### src/rtl/mem_map_map.vh
// Register offsets, field positions, reset values and fixed page numbers of the memory map controller
`ifndef MEM_MAP_MAP_VH
`define MEM_MAP_MAP_VH
// ==========================================
// Register indices (byte address = index * 4)
`define IDX_OPERATING_MODE 8'h0b
`define IDX_DIRECT_PAGE 8'h11
`define IDX_NVM_MAP_CONTROL 8'h13
`define IDX_PROGRAM_PAGE 8'h15
// ==========================================
// Field positions
`define MODE_SELECT_POS 7
`define NVM_RES_POS 0
// ==========================================
// Reset values
`define DIRECT_PAGE_RST 8'h00
`define NVM_MAP_RST 1'b0
`define PROGRAM_PAGE_RST 4'he
// ==========================================
// Fixed page numbers
`define PAGE_FIXED_LOW 4'hc
`define PAGE_FIXED_MID 4'hd
`define PAGE_FIXED_TOP 4'hf
// ==========================================
// Local window bounds (top two local address bits)
`define WIN_FIXED_LOW 2'b00
`define WIN_FIXED_MID 2'b01
`define WIN_PAGED 2'b10
`endif

### src/rtl/memory_map_mode_control.v
// Memory map controller: mode, direct page, NVM mapping and program page registers
//
// Summary of operation
// - Mode bit 7 readable; writes only permitted transitions
// - Mode pin governs in reset, latched at release
// - Illegal transition ignored, locks bit outside special
// - Secured device ignores all mode register writes
// - Direct page resets zero; once in normal
// - Direct page forms local address bits 15:8
// - NVM bit selects flash or NVM at 0x04000
// - Page index selects 16 KB page in window
// - Program page via bus and call/return path
// - Call/return page write completes within instruction
// - Local 0x0000-0x3FFF maps to page 0xC
// - Local 0x4000-0x7FFF maps to page 0xD
// - Local 0xC000-0xFFFF maps to page 0xF
// - Program page resets to 0xE
// - Normal single chip: application, no external bus
// - Special single chip: debug logic controls execution
`timescale 1ns/1ps
`include "mem_map_map.vh"
`default_nettype none
module memory_map_mode_control #(
   parameter ADDR_W = 12
) (
   input wire mclk,
   input wire reset,
   input wire psel,
   input wire penable,
   input wire pwrite,
   input wire [ADDR_W-1:0] paddr,
   input wire [31:0] pwdata,
   output wire pready,
   output reg [31:0] prdata,
   output wire pslverr,
   input wire mode_pin,
   input wire secured,
   input wire cpu_page_we,
   input wire [3:0] cpu_page_wdata,
   output wire [3:0] cpu_page_rdata,
   input wire [15:0] local_addr,
   input wire direct_access,
   output reg [15:0] eff_local_addr,
   output reg [17:0] global_addr,
   output wire nvm_resource_sel,
   output wire normal_single_chip,
   output wire background_debug_active,
   output wire external_bus_en
);

   // ==========================================
   // Mode pin synchroniser
   reg mode_pin_s1_q;
   reg mode_pin_s2_q;
   always @(posedge mclk) begin
      mode_pin_s1_q <= mode_pin;
      mode_pin_s2_q <= mode_pin_s1_q;
   end

   // ==========================================
   // Local constants
   localparam [1:0] MODE_HOLD = 2'b00;
   localparam [1:0] MODE_SPECIAL = 2'b01;
   localparam [1:0] MODE_NORMAL = 2'b10;
   localparam [1:0] MODE_LOCKED = 2'b11;

   localparam [2:0] SEL_NONE = 3'b000;
   localparam [2:0] SEL_MODE = 3'b001;
   localparam [2:0] SEL_DIRECT = 3'b010;
   localparam [2:0] SEL_NVM = 3'b011;
   localparam [2:0] SEL_PAGE = 3'b100;

   // ==========================================
   // Register storage and next values
   // Next values are formed in the combinational blocks below
   reg [1:0] mode_state_q;
   reg [1:0] mode_state_d;
   reg [7:0] direct_page_q;
   reg [7:0] direct_page_d;
   reg direct_written_q;
   reg direct_written_d;
   reg nvm_resource_map_bit_q;
   reg nvm_resource_map_bit_d;
   reg [3:0] page_index_bits_q;
   reg [3:0] page_index_bits_d;
   reg [31:0] read_word_d;
   reg [15:0] eff_addr_d;
   reg [17:0] global_addr_d;
   reg [3:0] page_number;
   reg [2:0] reg_sel;

   // ==========================================
   // Bus decode
   wire bus_access;
   wire bus_write;
   wire bus_setup_read;
   wire [7:0] word_index;
   wire index_high_zero;

   assign bus_access = psel & penable;
   assign bus_write = bus_access & pwrite;
   assign bus_setup_read = psel & ~penable & ~pwrite;
   assign word_index = paddr[9:2];
   assign index_high_zero = ~|paddr[ADDR_W-1:10];

   always @* begin
      reg_sel = SEL_NONE;
      if (!index_high_zero) begin
         reg_sel = SEL_NONE;
      end else if (word_index == `IDX_OPERATING_MODE) begin
         reg_sel = SEL_MODE;
      end else if (word_index == `IDX_DIRECT_PAGE) begin
         reg_sel = SEL_DIRECT;
      end else if (word_index == `IDX_NVM_MAP_CONTROL) begin
         reg_sel = SEL_NVM;
      end else if (word_index == `IDX_PROGRAM_PAGE) begin
         reg_sel = SEL_PAGE;
      end else begin
         reg_sel = SEL_NONE;
      end
   end

   // Zero wait states; unmapped words answer with an error
   assign pready = 1'b1;
   assign pslverr = bus_access & (reg_sel == SEL_NONE);

   // ==========================================
   // Write data fields; bits outside them are dropped
   wire wr_mode_bit;
   wire [7:0] wr_direct_page;
   wire wr_nvm_bit;
   wire [3:0] wr_page_index;

   assign wr_mode_bit = pwdata[`MODE_SELECT_POS];
   assign wr_direct_page = pwdata[7:0];
   assign wr_nvm_bit = pwdata[`NVM_RES_POS];
   assign wr_page_index = pwdata[3:0];

   // ==========================================
   // Register write strobes
   wire mode_write;
   wire direct_write;
   wire nvm_write;
   wire page_write;

   assign direct_write = bus_write & (reg_sel == SEL_DIRECT);
   assign nvm_write = bus_write & (reg_sel == SEL_NVM);
   assign page_write = bus_write & (reg_sel == SEL_PAGE);
   // Secured parts never see a mode write at all
   assign mode_write = bus_write & (reg_sel == SEL_MODE) & ~secured;

   // ==========================================
   // Operating mode
   wire mode_held;
   wire mode_from_state;
   wire mode_select_bit;
   wire special;

   // The synchronised pin stands for the mode until the hold state is left
   assign mode_held = (mode_state_q == MODE_HOLD);
   assign mode_from_state = (mode_state_q != MODE_SPECIAL);
   assign mode_select_bit = mode_held ? mode_pin_s2_q : mode_from_state;
   assign special = ~mode_select_bit;

   // ==========================================
   // Permitted mode transitions while unsecured
   reg transition_ok;
   reg transition_locks;

   always @* begin
      transition_ok = 1'b0;
      transition_locks = 1'b0;
      case ({mode_select_bit, wr_mode_bit})
         2'b00: begin
            transition_ok = 1'b1;
         end
         2'b01: begin
            transition_ok = 1'b1;
         end
         2'b11: begin
            transition_ok = 1'b1;
         end
         default: begin
            transition_locks = 1'b1;
         end
      endcase
   end

   always @* begin
      mode_state_d = mode_state_q;
      case (mode_state_q)
         MODE_HOLD: begin
            // First edge after release takes the synchronised pin
            if (mode_pin_s2_q) begin
               mode_state_d = MODE_NORMAL;
            end else begin
               mode_state_d = MODE_SPECIAL;
            end
         end
         MODE_SPECIAL: begin
            // Special may move to normal or stay; nothing is refused
            if (mode_write && transition_ok && wr_mode_bit) begin
               mode_state_d = MODE_NORMAL;
            end
         end
         MODE_NORMAL: begin
            // Asking for special is refused and locks the bit
            if (mode_write && transition_locks) begin
               mode_state_d = MODE_LOCKED;
            end
         end
         MODE_LOCKED: begin
            // Locked until the next reset
            mode_state_d = MODE_LOCKED;
         end
         default: begin
            mode_state_d = MODE_HOLD;
         end
      endcase
   end

   always @(posedge mclk) begin
      if (reset) begin
         mode_state_q <= MODE_HOLD;
      end else begin
         mode_state_q <= mode_state_d;
      end
   end

   // ==========================================
   // Direct page: free in special mode, first write only in normal mode
   always @* begin
      direct_page_d = direct_page_q;
      direct_written_d = direct_written_q;
      if (direct_write) begin
         if (special || !direct_written_q) begin
            direct_page_d = wr_direct_page;
         end
         direct_written_d = 1'b1;
      end
   end

   always @(posedge mclk) begin
      if (reset) begin
         direct_page_q <= `DIRECT_PAGE_RST;
         direct_written_q <= 1'b0;
      end else begin
         direct_page_q <= direct_page_d;
         direct_written_q <= direct_written_d;
      end
   end

   // ==========================================
   // NVM resource mapping bit
   // Bus writes only; the bit has no other writer
   always @* begin
      nvm_resource_map_bit_d = nvm_resource_map_bit_q;
      if (nvm_write) begin
         nvm_resource_map_bit_d = wr_nvm_bit;
      end
   end

   always @(posedge mclk) begin
      if (reset) begin
         nvm_resource_map_bit_q <= `NVM_MAP_RST;
      end else begin
         nvm_resource_map_bit_q <= nvm_resource_map_bit_d;
      end
   end

   // ==========================================
   // Program page index
   // The call/return path wins over a bus write and lands on the next edge
   always @* begin
      page_index_bits_d = page_index_bits_q;
      if (cpu_page_we) begin
         page_index_bits_d = cpu_page_wdata;
      end else if (page_write) begin
         page_index_bits_d = wr_page_index;
      end
   end

   always @(posedge mclk) begin
      if (reset) begin
         page_index_bits_q <= `PROGRAM_PAGE_RST;
      end else begin
         page_index_bits_q <= page_index_bits_d;
      end
   end

   assign cpu_page_rdata = page_index_bits_q;

   // ==========================================
   // Read data, captured in the setup cycle and held for the access phase
   always @* begin
      read_word_d = 32'h00000000;
      case (reg_sel)
         SEL_MODE: begin
            read_word_d[`MODE_SELECT_POS] = mode_select_bit;
         end
         SEL_DIRECT: begin
            read_word_d[7:0] = direct_page_q;
         end
         SEL_NVM: begin
            read_word_d[`NVM_RES_POS] = nvm_resource_map_bit_q;
         end
         SEL_PAGE: begin
            read_word_d[3:0] = page_index_bits_q;
         end
         default: begin
            read_word_d = 32'h00000000;
         end
      endcase
   end

   always @(posedge mclk) begin
      if (reset) begin
         prdata <= 32'h00000000;
      end else if (bus_setup_read) begin
         prdata <= read_word_d;
      end
   end

   // ==========================================
   // Address translation
   // Direct accesses take the page bits as local bits 15:8 before the window is chosen
   always @* begin
      if (direct_access) begin
         eff_addr_d = {direct_page_q, local_addr[7:0]};
      end else begin
         eff_addr_d = local_addr;
      end
   end

   always @* begin
      case (eff_addr_d[15:14])
         `WIN_FIXED_LOW: begin
            page_number = `PAGE_FIXED_LOW;
         end
         `WIN_FIXED_MID: begin
            page_number = `PAGE_FIXED_MID;
         end
         `WIN_PAGED: begin
            page_number = page_index_bits_q;
         end
         default: begin
            page_number = `PAGE_FIXED_TOP;
         end
      endcase
      global_addr_d = {page_number, eff_addr_d[13:0]};
   end

   // Registered so both addresses change together one cycle after the request
   always @(posedge mclk) begin
      if (reset) begin
         eff_local_addr <= 16'h0000;
         global_addr <= 18'h00000;
      end else begin
         eff_local_addr <= eff_addr_d;
         global_addr <= global_addr_d;
      end
   end

   // ==========================================
   // Mode outputs
   assign nvm_resource_sel = nvm_resource_map_bit_q;
   assign normal_single_chip = mode_select_bit;
   assign background_debug_active = special;
   // Single chip modes only: the external bus never comes up
   assign external_bus_en = 1'b0;

endmodule
`default_nettype wire

### config.mk
export PLATFORM = sky130hd
export DESIGN_NAME = memory_map_mode_control
export DESIGN_NICKNAME = d
export VERILOG_FILES = /design/src/rtl/memory_map_mode_control.v
export VERILOG_INCLUDE_DIRS = /design/src /design/src/rtl
export SDC_FILE = /design/constraint.sdc
export NUM_CORES = 1
export LEC_CHECK = 0
export BUFFER_PORTS_ARGS = -buffer_cell sky130_fd_sc_hd__buf_2
export CAP_MARGIN = 20
export CORE_UTILIZATION = 30
export CTS_CLUSTER_SIZE = 8
export DETAILED_ROUTE_END_ITERATION = 12
export PLACE_DENSITY_LB_ADDON = 0.08
export SLEW_MARGIN = 40
export SYNTH_ARGS = -nofsm -noshare
export SYNTH_HDL_FRONTEND = slang
export SYNTH_SLANG_ARGS = --single-unit
### constraint.sdc
create_clock -name mclk -period 2.31 [get_ports mclk]
set_clock_uncertainty 0.2 [all_clocks]
set_input_delay 0.3465 -clock mclk [delete_from_list [all_inputs] [get_ports mclk]]
set_output_delay 0.3465 -clock mclk [all_outputs]
set_load 0.03 [all_outputs]
After elaboration in Yosys (flattened, before gate mapping)
Cells that the tools add are included.
{"block": "word_totals", "ff_bits": 60, "elab_cells": 76}
{"block": "classes", "eq_ne": 18, "muxes": 20, "bitwise_logic": 14, "reduce_logical": 14}
{"operator": "== test 8 x 5 -> 1 bit, second input constant", "n": 3}
{"operator": "two-way mux 3 bit", "n": 6}
{"operator": "two-way mux 16 bit", "n": 1}
{"operator": "case mux 4 bit (3 select lines)", "n": 1}
{"operator": "bitwise AND 1 bit", "n": 10}
{"operator": "== test 2 bit, second input constant", "n": 4}
{"operator": "== test 8 x 4 -> 1 bit, second input constant", "n": 1}
{"operator": "two-way mux 4 bit", "n": 2}
{"operator": "case mux 2 bit (4 select lines)", "n": 1}
{"operator": "== test 2 x 1 -> 1 bit, second input constant", "n": 3}
{"operator": "== test 3 x 2 -> 1 bit, second input constant", "n": 2}
{"operator": "logical NOT 2 bit", "n": 3}
{"operator": "two-way mux 2 bit", "n": 3}
{"operator": "case mux 3 bit (2 select lines)", "n": 1}
{"operator": "inequality test 2 bit, second input constant", "n": 2}
{"operator": "inverter 1 bit", "n": 4}
{"operator": "AND reduction 2 bit", "n": 2}
{"operator": "== test 3 x 1 -> 1 bit, second input constant", "n": 1}
{"operator": "== test 3 bit, second input constant", "n": 1}
{"operator": "logical AND 1 bit", "n": 3}
{"operator": "logical NOT 3 bit", "n": 1}
{"operator": "two-way mux 1 bit", "n": 3}
{"operator": "case mux 1 bit (3 select lines)", "n": 1}
{"operator": "OR reduction 3 bit", "n": 1}
{"operator": "other kinds (6)", "n": 6}

Logic depth before layout (Yosys ltp)
Gate-level depths: netlist of the first run.
{"block": "logic_depth", "ltp_word": 13, "mapped_depth": 6, "ltp_nobuf": 4}

Worst setup path after synthesis of the first run
Ideal clock, no wire load.
{"block": "synth_timing", "path_kind": "input port to flip-flop", "start": "input port paddr[9]", "end": "register page_index_bits_q[0], in the netlist cpu_page_rdata[0]", "setup_ns": 0.122, "t_arrival_ns": 1.822, "slack_ns": 0.167, "cell_stages": 5, "n_path_buf": 1, "cell_sequence": "or3b_1 -> buf_6 -> or4_4 -> or3_1 -> o311a_1"}
{"block": "synth_via", "elab_chain_cells": 9, "elab_cells_between_ends": 12, "classes_between": "eq/ne: 5; mux: 5; bitwise: 1; reduce/logical: 1"}
{"item": "start: declaration", "line": "memory_map_mode_control.v:31", "text": "input wire [ADDR_W-1:0] paddr,"}
{"item": "== test 8 x 5 -> 1 bit (no source line)"}
{"item": "two-way mux 3 bit", "line": "memory_map_mode_control.v:116", "text": "end else if (word_index == `IDX_PROGRAM_PAGE) begin"}
{"item": "two-way mux 3 bit", "line": "memory_map_mode_control.v:114", "text": "end else if (word_index == `IDX_NVM_MAP_CONTROL) begin"}
{"item": "two-way mux 3 bit", "line": "memory_map_mode_control.v:112", "text": "end else if (word_index == `IDX_DIRECT_PAGE) begin"}
{"item": "two-way mux 3 bit *", "line": "memory_map_mode_control.v:110", "text": "end else if (word_index == `IDX_OPERATING_MODE) begin"}
{"item": "two-way mux 3 bit *", "line": "memory_map_mode_control.v:108", "text": "if (!index_high_zero) begin"}
{"item": "== test 3 bit *", "line": "memory_map_mode_control.v:148", "text": "assign page_write = bus_write & (reg_sel == SEL_PAGE);"}
{"item": "bitwise AND 1 bit *", "line": "memory_map_mode_control.v:148"}
{"item": "nonzero test 2 bit (no source line) *"}
{"item": "end signal: assignment", "line": "memory_map_mode_control.v:285", "text": "page_index_bits_q <= `PROGRAM_PAGE_RST;"}
{"item": "end signal: assignment", "line": "memory_map_mode_control.v:287", "text": "page_index_bits_q <= page_index_bits_d;"}
{"item": "end: declaration", "line": "memory_map_mode_control.v:84", "text": "reg [3:0] page_index_bits_q;"}
Mark *: on every way between the ends. The rest lies on a longest branch, timed or not.
A chain may end at the register's enable or synchronous reset.

Worst setup path after layout of the first run
{"block": "layout_timing", "start": "input port paddr[9]", "end": "output port pslverr"}
{"block": "layout_via", "elab_chain_cells": 8, "elab_cells_between_ends": 11, "classes_between": "eq/ne: 4; mux: 5; bitwise: 1; reduce/logical: 1"}
{"item": "== test 8 x 5 -> 1 bit (no source line)"}
{"item": "two-way mux 3 bit", "line": "memory_map_mode_control.v:116"}
{"item": "two-way mux 3 bit", "line": "memory_map_mode_control.v:114"}
{"item": "two-way mux 3 bit", "line": "memory_map_mode_control.v:112"}
{"item": "two-way mux 3 bit *", "line": "memory_map_mode_control.v:110"}
{"item": "two-way mux 3 bit *", "line": "memory_map_mode_control.v:108"}
{"item": "logical NOT 3 bit *", "line": "memory_map_mode_control.v:125", "text": "assign pslverr = bus_access & (reg_sel == SEL_NONE);"}
{"item": "bitwise AND 1 bit *", "line": "memory_map_mode_control.v:125"}
{"item": "end: declaration", "line": "memory_map_mode_control.v:35", "text": "output wire pslverr,"}
Marked as above.

==> results of run 1 <==
## through the flow
step	setup WS, ns	cell area (sq um)	instances
final	0.143	2750	437
after global routing	0.0206	2750	437
after floorplan	0.167	2280	272
after detailed placement	0.0369	2640	428
after global placement	0.0482	2640	428
after CTS	0.147	2750	437
## sequential cells by signal, indices dropped and copies added (netlist names)
| register | cells |
|---|---|
| global_addr | 4 |
| mode_pin_s1_q | 1 |
| mode_pin_s2_q | 1 |
| eff_local_addr | 16 |
| direct_written_q | 1 |
| cpu_page_rdata | 4 |
| prdata | 8 |
| direct_page_q | 8 |
| nvm_resource_sel | 1 |
| mode_state_q | 2 |
## area by class of cell
cell class	instances	area (sq um)
Multi-Input combinational cell	168	977
Timing Repair Buffer	112	603
Tap cell	96	120
Clock inverter	1	30.0
Inverter	7	26.3
Fill cell	763	4150
Clock buffer	7	76.3
Sequential cell	46	921
## per-layer routing
metal,vias to the layer above,global-route usage (%),share of wire (%)
met5,-,0,0
met4,0,4.92,1.4
met3,5,2.27,5.3
met2,77,23.8,47
met1,887,18.7,46
li1,999,-,-
## cell families after synthesis
family | after synthesis
AND/OR/NAND/NOR | 87
AO/OA/AOI/OAI | 47
other | 2
multiplexers | 8
buffers and inverters | 58
flip-flops | 46
## power groups by stage
stage	Clock (mW)	Combinational (mW)	Sequential [mW]
after detailed placement	0	0.322	0.860
after global placement	0	0.321	0.859
after CTS	0.615	0.323	0.841
final	0.594	0.321	0.840
after floorplan	0	0.216	0.908
after global routing	0.646	0.346	0.844
## final timing paths
check | slack (ns) | startpoint | endpoint | cells after the start
hold reg to reg | 0.13 | mode_pin_s1_q | mode_pin_s2_q | 0
setup reg to reg | 0.74 | mode_state_q[0] | direct_page_q[1] | 4
hold / removal | 0.05 | local_addr[4] | eff_local_addr[4] | 2
setup / recovery | 0.14 | paddr[9] | pslverr | 7
## layout by cell type, fill, tap and decap left out, types with 2 or more instances in the layout
| cell | instances |
|---|---|
| nor2_1 | 19 |
| a211oi_1 | 7 |
| clkbuf_1 | 2 |
| buf_4 | 15 |
| buf_2 | 96 |
| nand4_1 | 9 |
| or2_2 | 2 |
| nor4_1 | 10 |
| clkbuf_8 | 5 |
| nor2b_1 | 11 |
| inv_1 | 7 |
| nand3b_1 | 3 |
| nand2_1 | 6 |
| a21oi_1 | 20 |
| nand3_1 | 5 |
| conb_1 | 26 |
| dfxtp_1 | 46 |
| a21o_1 | 2 |
| nor3b_1 | 3 |
| or4_1 | 2 |
| mux2i_1 | 8 |
| nor3_1 | 6 |
| o21ai_0 | 9 |
==> reports/metrics.csv, run 1 <==
metric,value,unit
largest net degree at the start of global routing,24,
"Buf+Inv Stages, Crit Path",3,
"top cells by area, synth","dfxtp_1 42%, buf_4 14%, a21oi_1 4.6%",
Antenna Cells,0,
Yosys cell types,44,
Slew HR,61.5,%
Via-to-Cell Ratio,4.50,
CP Data Required Time,1.76,ns
CP top delay family,simple AND/OR/NAND/NOR gates,
die height,87.4,microns
crit start category,primary input,
fin. max-slew vios,0,
Post-Syn Instances,248,
vias after detailed routing,1968,
Comb pwr share,18.3,%
Core Region,6910,sq um
I/O Buffers,96,
"Seq/Total Area, Yosys",42.1,%
overall power,1.75,mW
Final Hold Viols,0,
Iter 0 DRT Violations,83,
clk_lat worst skew,0.30,ns
clk slew on worst S/H paths,0.08,ns
DR pass1 iterations,4,
synth cell count leaders,"46 x dfxtp_1, 40 x buf_4, 20 x a21oi_1, 19 x nor2_1, 11 x nor2b_1",
CTS Buf Count,5,
GRT Overall Usage,14.3,%
Sink Count,46,
Post-synth EDFFs,0,
status,"finished, final reports clean",
internal power,1.24,mW
Compound-Gate Fraction of Synth Area,13.2,%
CTS tree,yes,
Finished Core Util,39.9,%
Yosys reg bits,46,
Netlist Area Pre-Place,2190,sq um
top-count cell post-synth,dfxtp_1,
number of global-route vias before repair,1731,
Max Clock Freq,462,MHz
Tcrit/Tclk final,93.8,%
grt ovf,0,
top_reg_cell synth,dfxtp_1,
data arrival time of the worst path,1.62,ns
Switch Pwr,0.511,mW
CTS root buffer,clkbuf_8,
Hold Crit Class,in2reg,
post-synthesis xor/xnor area fraction,0,%
Ports,149,
Die ar.,7630,sq um
biggest area consumer among synthesized cells,dfxtp_1,
adder-cell area share of the yosys netlist,0,%
Synth Area per Inst,8.81,sq um
drc violations,0,
DP HPWL,4.19,mm
simple-gate area share of the yosys netlist,23.4,%
crit-path most repeated cell,buf_2,
"slowest stage delay, CP",0.43,ns
clock buffer depth,2,
cell row count,30,
fin nets,413,
Switching Share,29.1,%
CTS Hold Bufs,1,
asr flop ratio synth,0,%
Synth top area share,42.1,%
P per Cell Area,637,nW/um^2
routability cong.,0.750,
post-route setup TNS,0,ns
critical path's slowest cell,or3b_1,
Setup Crit Path Kind,in2out,
CP max FO,6,
Worst-Margin Slew,0.574,ns
H-Tree Depth,2,
Die W,87.4,microns
initial antenna violation count,0,
share of total power in the clock network,33.9,%
final setup vio count,0,
mux contribution to synthesized area,3.66,%
initial cell density of the core,31.6,%
Hold Worst Slack,0.0527,ns
register share of total power,47.9,%
synthesis-to-finish area growth,26.0,%
crit end category,output pin,
Final ANT Viol Nets,0,
share of layout cells above drive strength 1,36.7,%
largest family of logic cells by synthesized area,simple AND/OR/NAND/NOR gates,
mean routed wirelength per cell,12.1,microns
RSZ-0062 raised after global routing,false,
min Tclk post-route,2.17,ns
Worst VDD drop,0.214,mV
CTS resizes,0,
global-route wire length before repair,8.36,mm
leak pwr,1.29,nW
Post-CTS Setup Repair Bufs,0,
number of maximum-capacitance violations,0,
critical-path cell list,"buf_2, or3b_1, buf_4, nor2_1, o21ai_0, and3_1, buf_2",
final WL,5.30,mm
synth warn,0,
Power figures use the tool's default switching activity.
==> run 2, diff against run 1 <==
CORE_ASPECT_RATIO = 0.8   (was default)
==> run 2 against run 1 <==
  * Combinational power about the same
  * Via count fell by 0.36%
  * First-iteration DRC count shrank 16%
  * Clock power down 18%
  * Critical path type unchanged
  * Final cell count decreased by 2.7%
  * Die area about the same
  * Sequential power is essentially flat
  * Routed wire length grew 6.2%
  * Utilization decreased by 1.1 points
  * Largest cell class unchanged
  * Non-clock buffer count decreased by 2
  * Critical path depth is the same
==> reports/metrics.csv, run 2 (same netlist as run 1, synthesis figures left out) <==
metric,value,unit,change
r2r endpoint,direct_page_q[2],,
Worst Reg2Reg Path Length in Cells,4,,unchanged
post-route setup TNS,0,ns,unchanged
RSZ-0062 raised after global routing,false,,
largest net degree at the start of global routing,36,,+50%
share of total power in the clock network,29.4,%,-4.5 points
CP top delay family,simple AND/OR/NAND/NOR gates,,
"slowest stage delay, CP",0.42,ns,about the same
post-route insts no fill,425,,-2.7%
Tcrit/Tclk final,91.4,%,-2.3 points
Ports,149,,unchanged
critical-path cell list,"buf_2, or3b_1, buf_4, nor2_1, o21ai_0, and3_1, buf_2",,
crit end category,output pin,,
die height,78.3,microns,-10%
top flop regs,"eff_local_addr x16, direct_page_q x8, prdata x8",,
clk slew on worst S/H paths,0.09,ns,about the same
Finished Core Util,38.8,%,-1.1 points
Reg2Reg Setup Slack,0.76,ns,+0.02 ns
Post-CTS Setup Repair Bufs,0,,unchanged
final WL,5.63,mm,+6.2%
Core Region,6960,sq um,+0.76%
Inst Count DP,417,,-2.6%
CTS Hold Bufs,1,,unchanged
Sink Count,46,,unchanged
I/O Buffers,96,,unchanged
fin nets,411,,-0.48%
routability cong.,0.737,,-1.7%
fin. max-slew vios,0,,unchanged
Iter 0 DRT Violations,70,,-16%
hold_sp,local_addr[4],,
crit-path most repeated cell,buf_2,,
status,"finished, final reports clean",,
met1 usage,21.8,%,+3.1 points
Antenna Cells,0,,unchanged
number of maximum-capacitance violations,0,,unchanged
Final ANT Viol Nets,0,,unchanged
Via-to-Cell Ratio,4.61,,+2.5%
initial cell density of the core,31.4,%,-0.24 points
grt ovf,0,,unchanged
overall power,1.65,mW,-6.1%
met3 Track Usage GR,3.56,%,+1.3 points
number of global-route vias before repair,1719,,-0.69%
DR pass1 iterations,4,,unchanged
clk_lat worst skew,0.30,ns,about the same
cell row count,27,,-10%
register share of total power,51.0,%,+3.1 points
global-route wire length before repair,8.91,mm,+6.7%
Worst VDD drop,0.252,mV,+17%
Switching Share,31.6,%,+2.5 points
Slew HR,60.9,%,-0.61 points
DP HPWL,4.23,mm,+1.1%
Die W,97.4,microns,+12%
Hold Path End,eff_local_addr[4],,
met2 usage,21.3,%,-2.5 points
most flop-heavy register,eff_local_addr,,
"leading cell types in the layout, fill and taps excluded","96 x buf_2, 46 x dfxtp_1, 26 x conb_1",,
crit start category,primary input,,
Final Hold Viols,0,,unchanged
CP max FO,4,,-2
min Tclk post-route,2.11,ns,-0.0542 ns
CTS root buffer,clkbuf_8,,
share of layout cells above drive strength 1,36.4,%,-0.27 points
Comb pwr share,19.6,%,+1.3 points
GRT Overall Usage,14.9,%,+0.56 points
Die ar.,7630,sq um,about the same
P per Cell Area,610,nW/um^2,-4.3%
internal power,1.13,mW,-9.4%
"most common cell after layout, fill and taps aside",buf_2,,
drc violations,0,,unchanged
mean routed wirelength per cell,13.2,microns,+9.2%
Worst-Margin Slew,0.583,ns,+0.00909 ns
critical path's slowest cell,or3b_1,,
"Buf+Inv Stages, Crit Path",3,,unchanged
Max Clock Freq,473,MHz,+2.6%
CP Data Required Time,1.76,ns,about the same
CTS tree,yes,,
Hold Crit Class,in2reg,,
final setup vio count,0,,unchanged
leak pwr,1.26,nW,-2.0%
Setup Crit Path Kind,in2out,,
H-Tree Depth,2,,unchanged
vias after detailed routing,1961,,-0.36%
CTS resizes,0,,unchanged
initial antenna violation count,0,,unchanged
clock buffer depth,2,,unchanged
Worst Hold Depth,2,,unchanged
data arrival time of the worst path,1.57,ns,-0.05 ns
CTS Buf Count,5,,unchanged
Critical Path Stages,7,,unchanged
Most Crowded Layer GR,met1,,
synthesis-to-finish area growth,23.6,%,
worst r2r src,mode_state_q[0],,
Largest register FFs,16,,unchanged
Switch Pwr,0.521,mW,+1.8%
-- run 2: cell types whose count changed in the layout (fill, tap and decap cells not counted), sizes merged --
cell      previous run  this run
buf                111       109
bufinv               1         0
clkbuf               7         6
clkinvlp             0         1
-- run 2: layout make-up --
class,count,area [sq um]
Timing Repair Buffer,110,588
Fill cell,764,4260
Multi-Input combinational cell,168,977
Clock buffer,6,72.6
Clock inverter,1,7.51
Inverter,7,26.3
Tap cell,87,109
Sequential cell,46,921
-- run 2: power groups by stage --
stage	Sequential, mW	Combinational [mW]	Clock, mW
after floorplan	0.908	0.216	0
after global placement	0.858	0.321	0
after detailed placement	0.859	0.322	0
after CTS	0.841	0.324	0.507
after global routing	0.845	0.345	0.547
final	0.840	0.322	0.485
-- run 2: worst max path at each step --
stage	startpoint	endpoint	slack [ns]
finish	paddr[9]	pslverr	0.20
global route	paddr[9]	pslverr	0.14
CTS	paddr[9]	pslverr	0.17
detailed placement	paddr[4]	direct_page_q[4]	0.02
global placement	paddr[4]	direct_page_q[3]	0.03
floorplan	paddr[9]	cpu_page_rdata[0]	0.17
-- run 2: metrics by stage --
| step | hold slack [ns] | instance area [sq um] | setup slack (ns) |
|---|---|---|---|
| 2_1_floorplan | 0.110 | 2280 | 0.167 |
| 3_3_place_gp | 0.113 | 2610 | 0.0344 |
| 3_5_place_dp | 0.120 | 2610 | 0.0166 |
| 4_1_cts | 0.0418 | 2700 | 0.175 |
| 5_1_grt | 0.0386 | 2700 | 0.137 |
| 6_report | 0.0487 | 2700 | 0.198 |
-- run 2: per-layer routing --
metal	wire length [microns]	vias up	share of wire, %
met2	2380	99	42
met3	437	4	7.8
li1	-	994	-
met1	2780	864	49
met5	0	-	0
met4	34	0	0.60
-- run 2: worst reg2reg max path: stages (launching register included) --
cell     delay, ns
dfxtp_1       0.40
nor2b_1       0.09
o21ai_1       0.48
nand4_1       0.17
a21oi_1       0.16
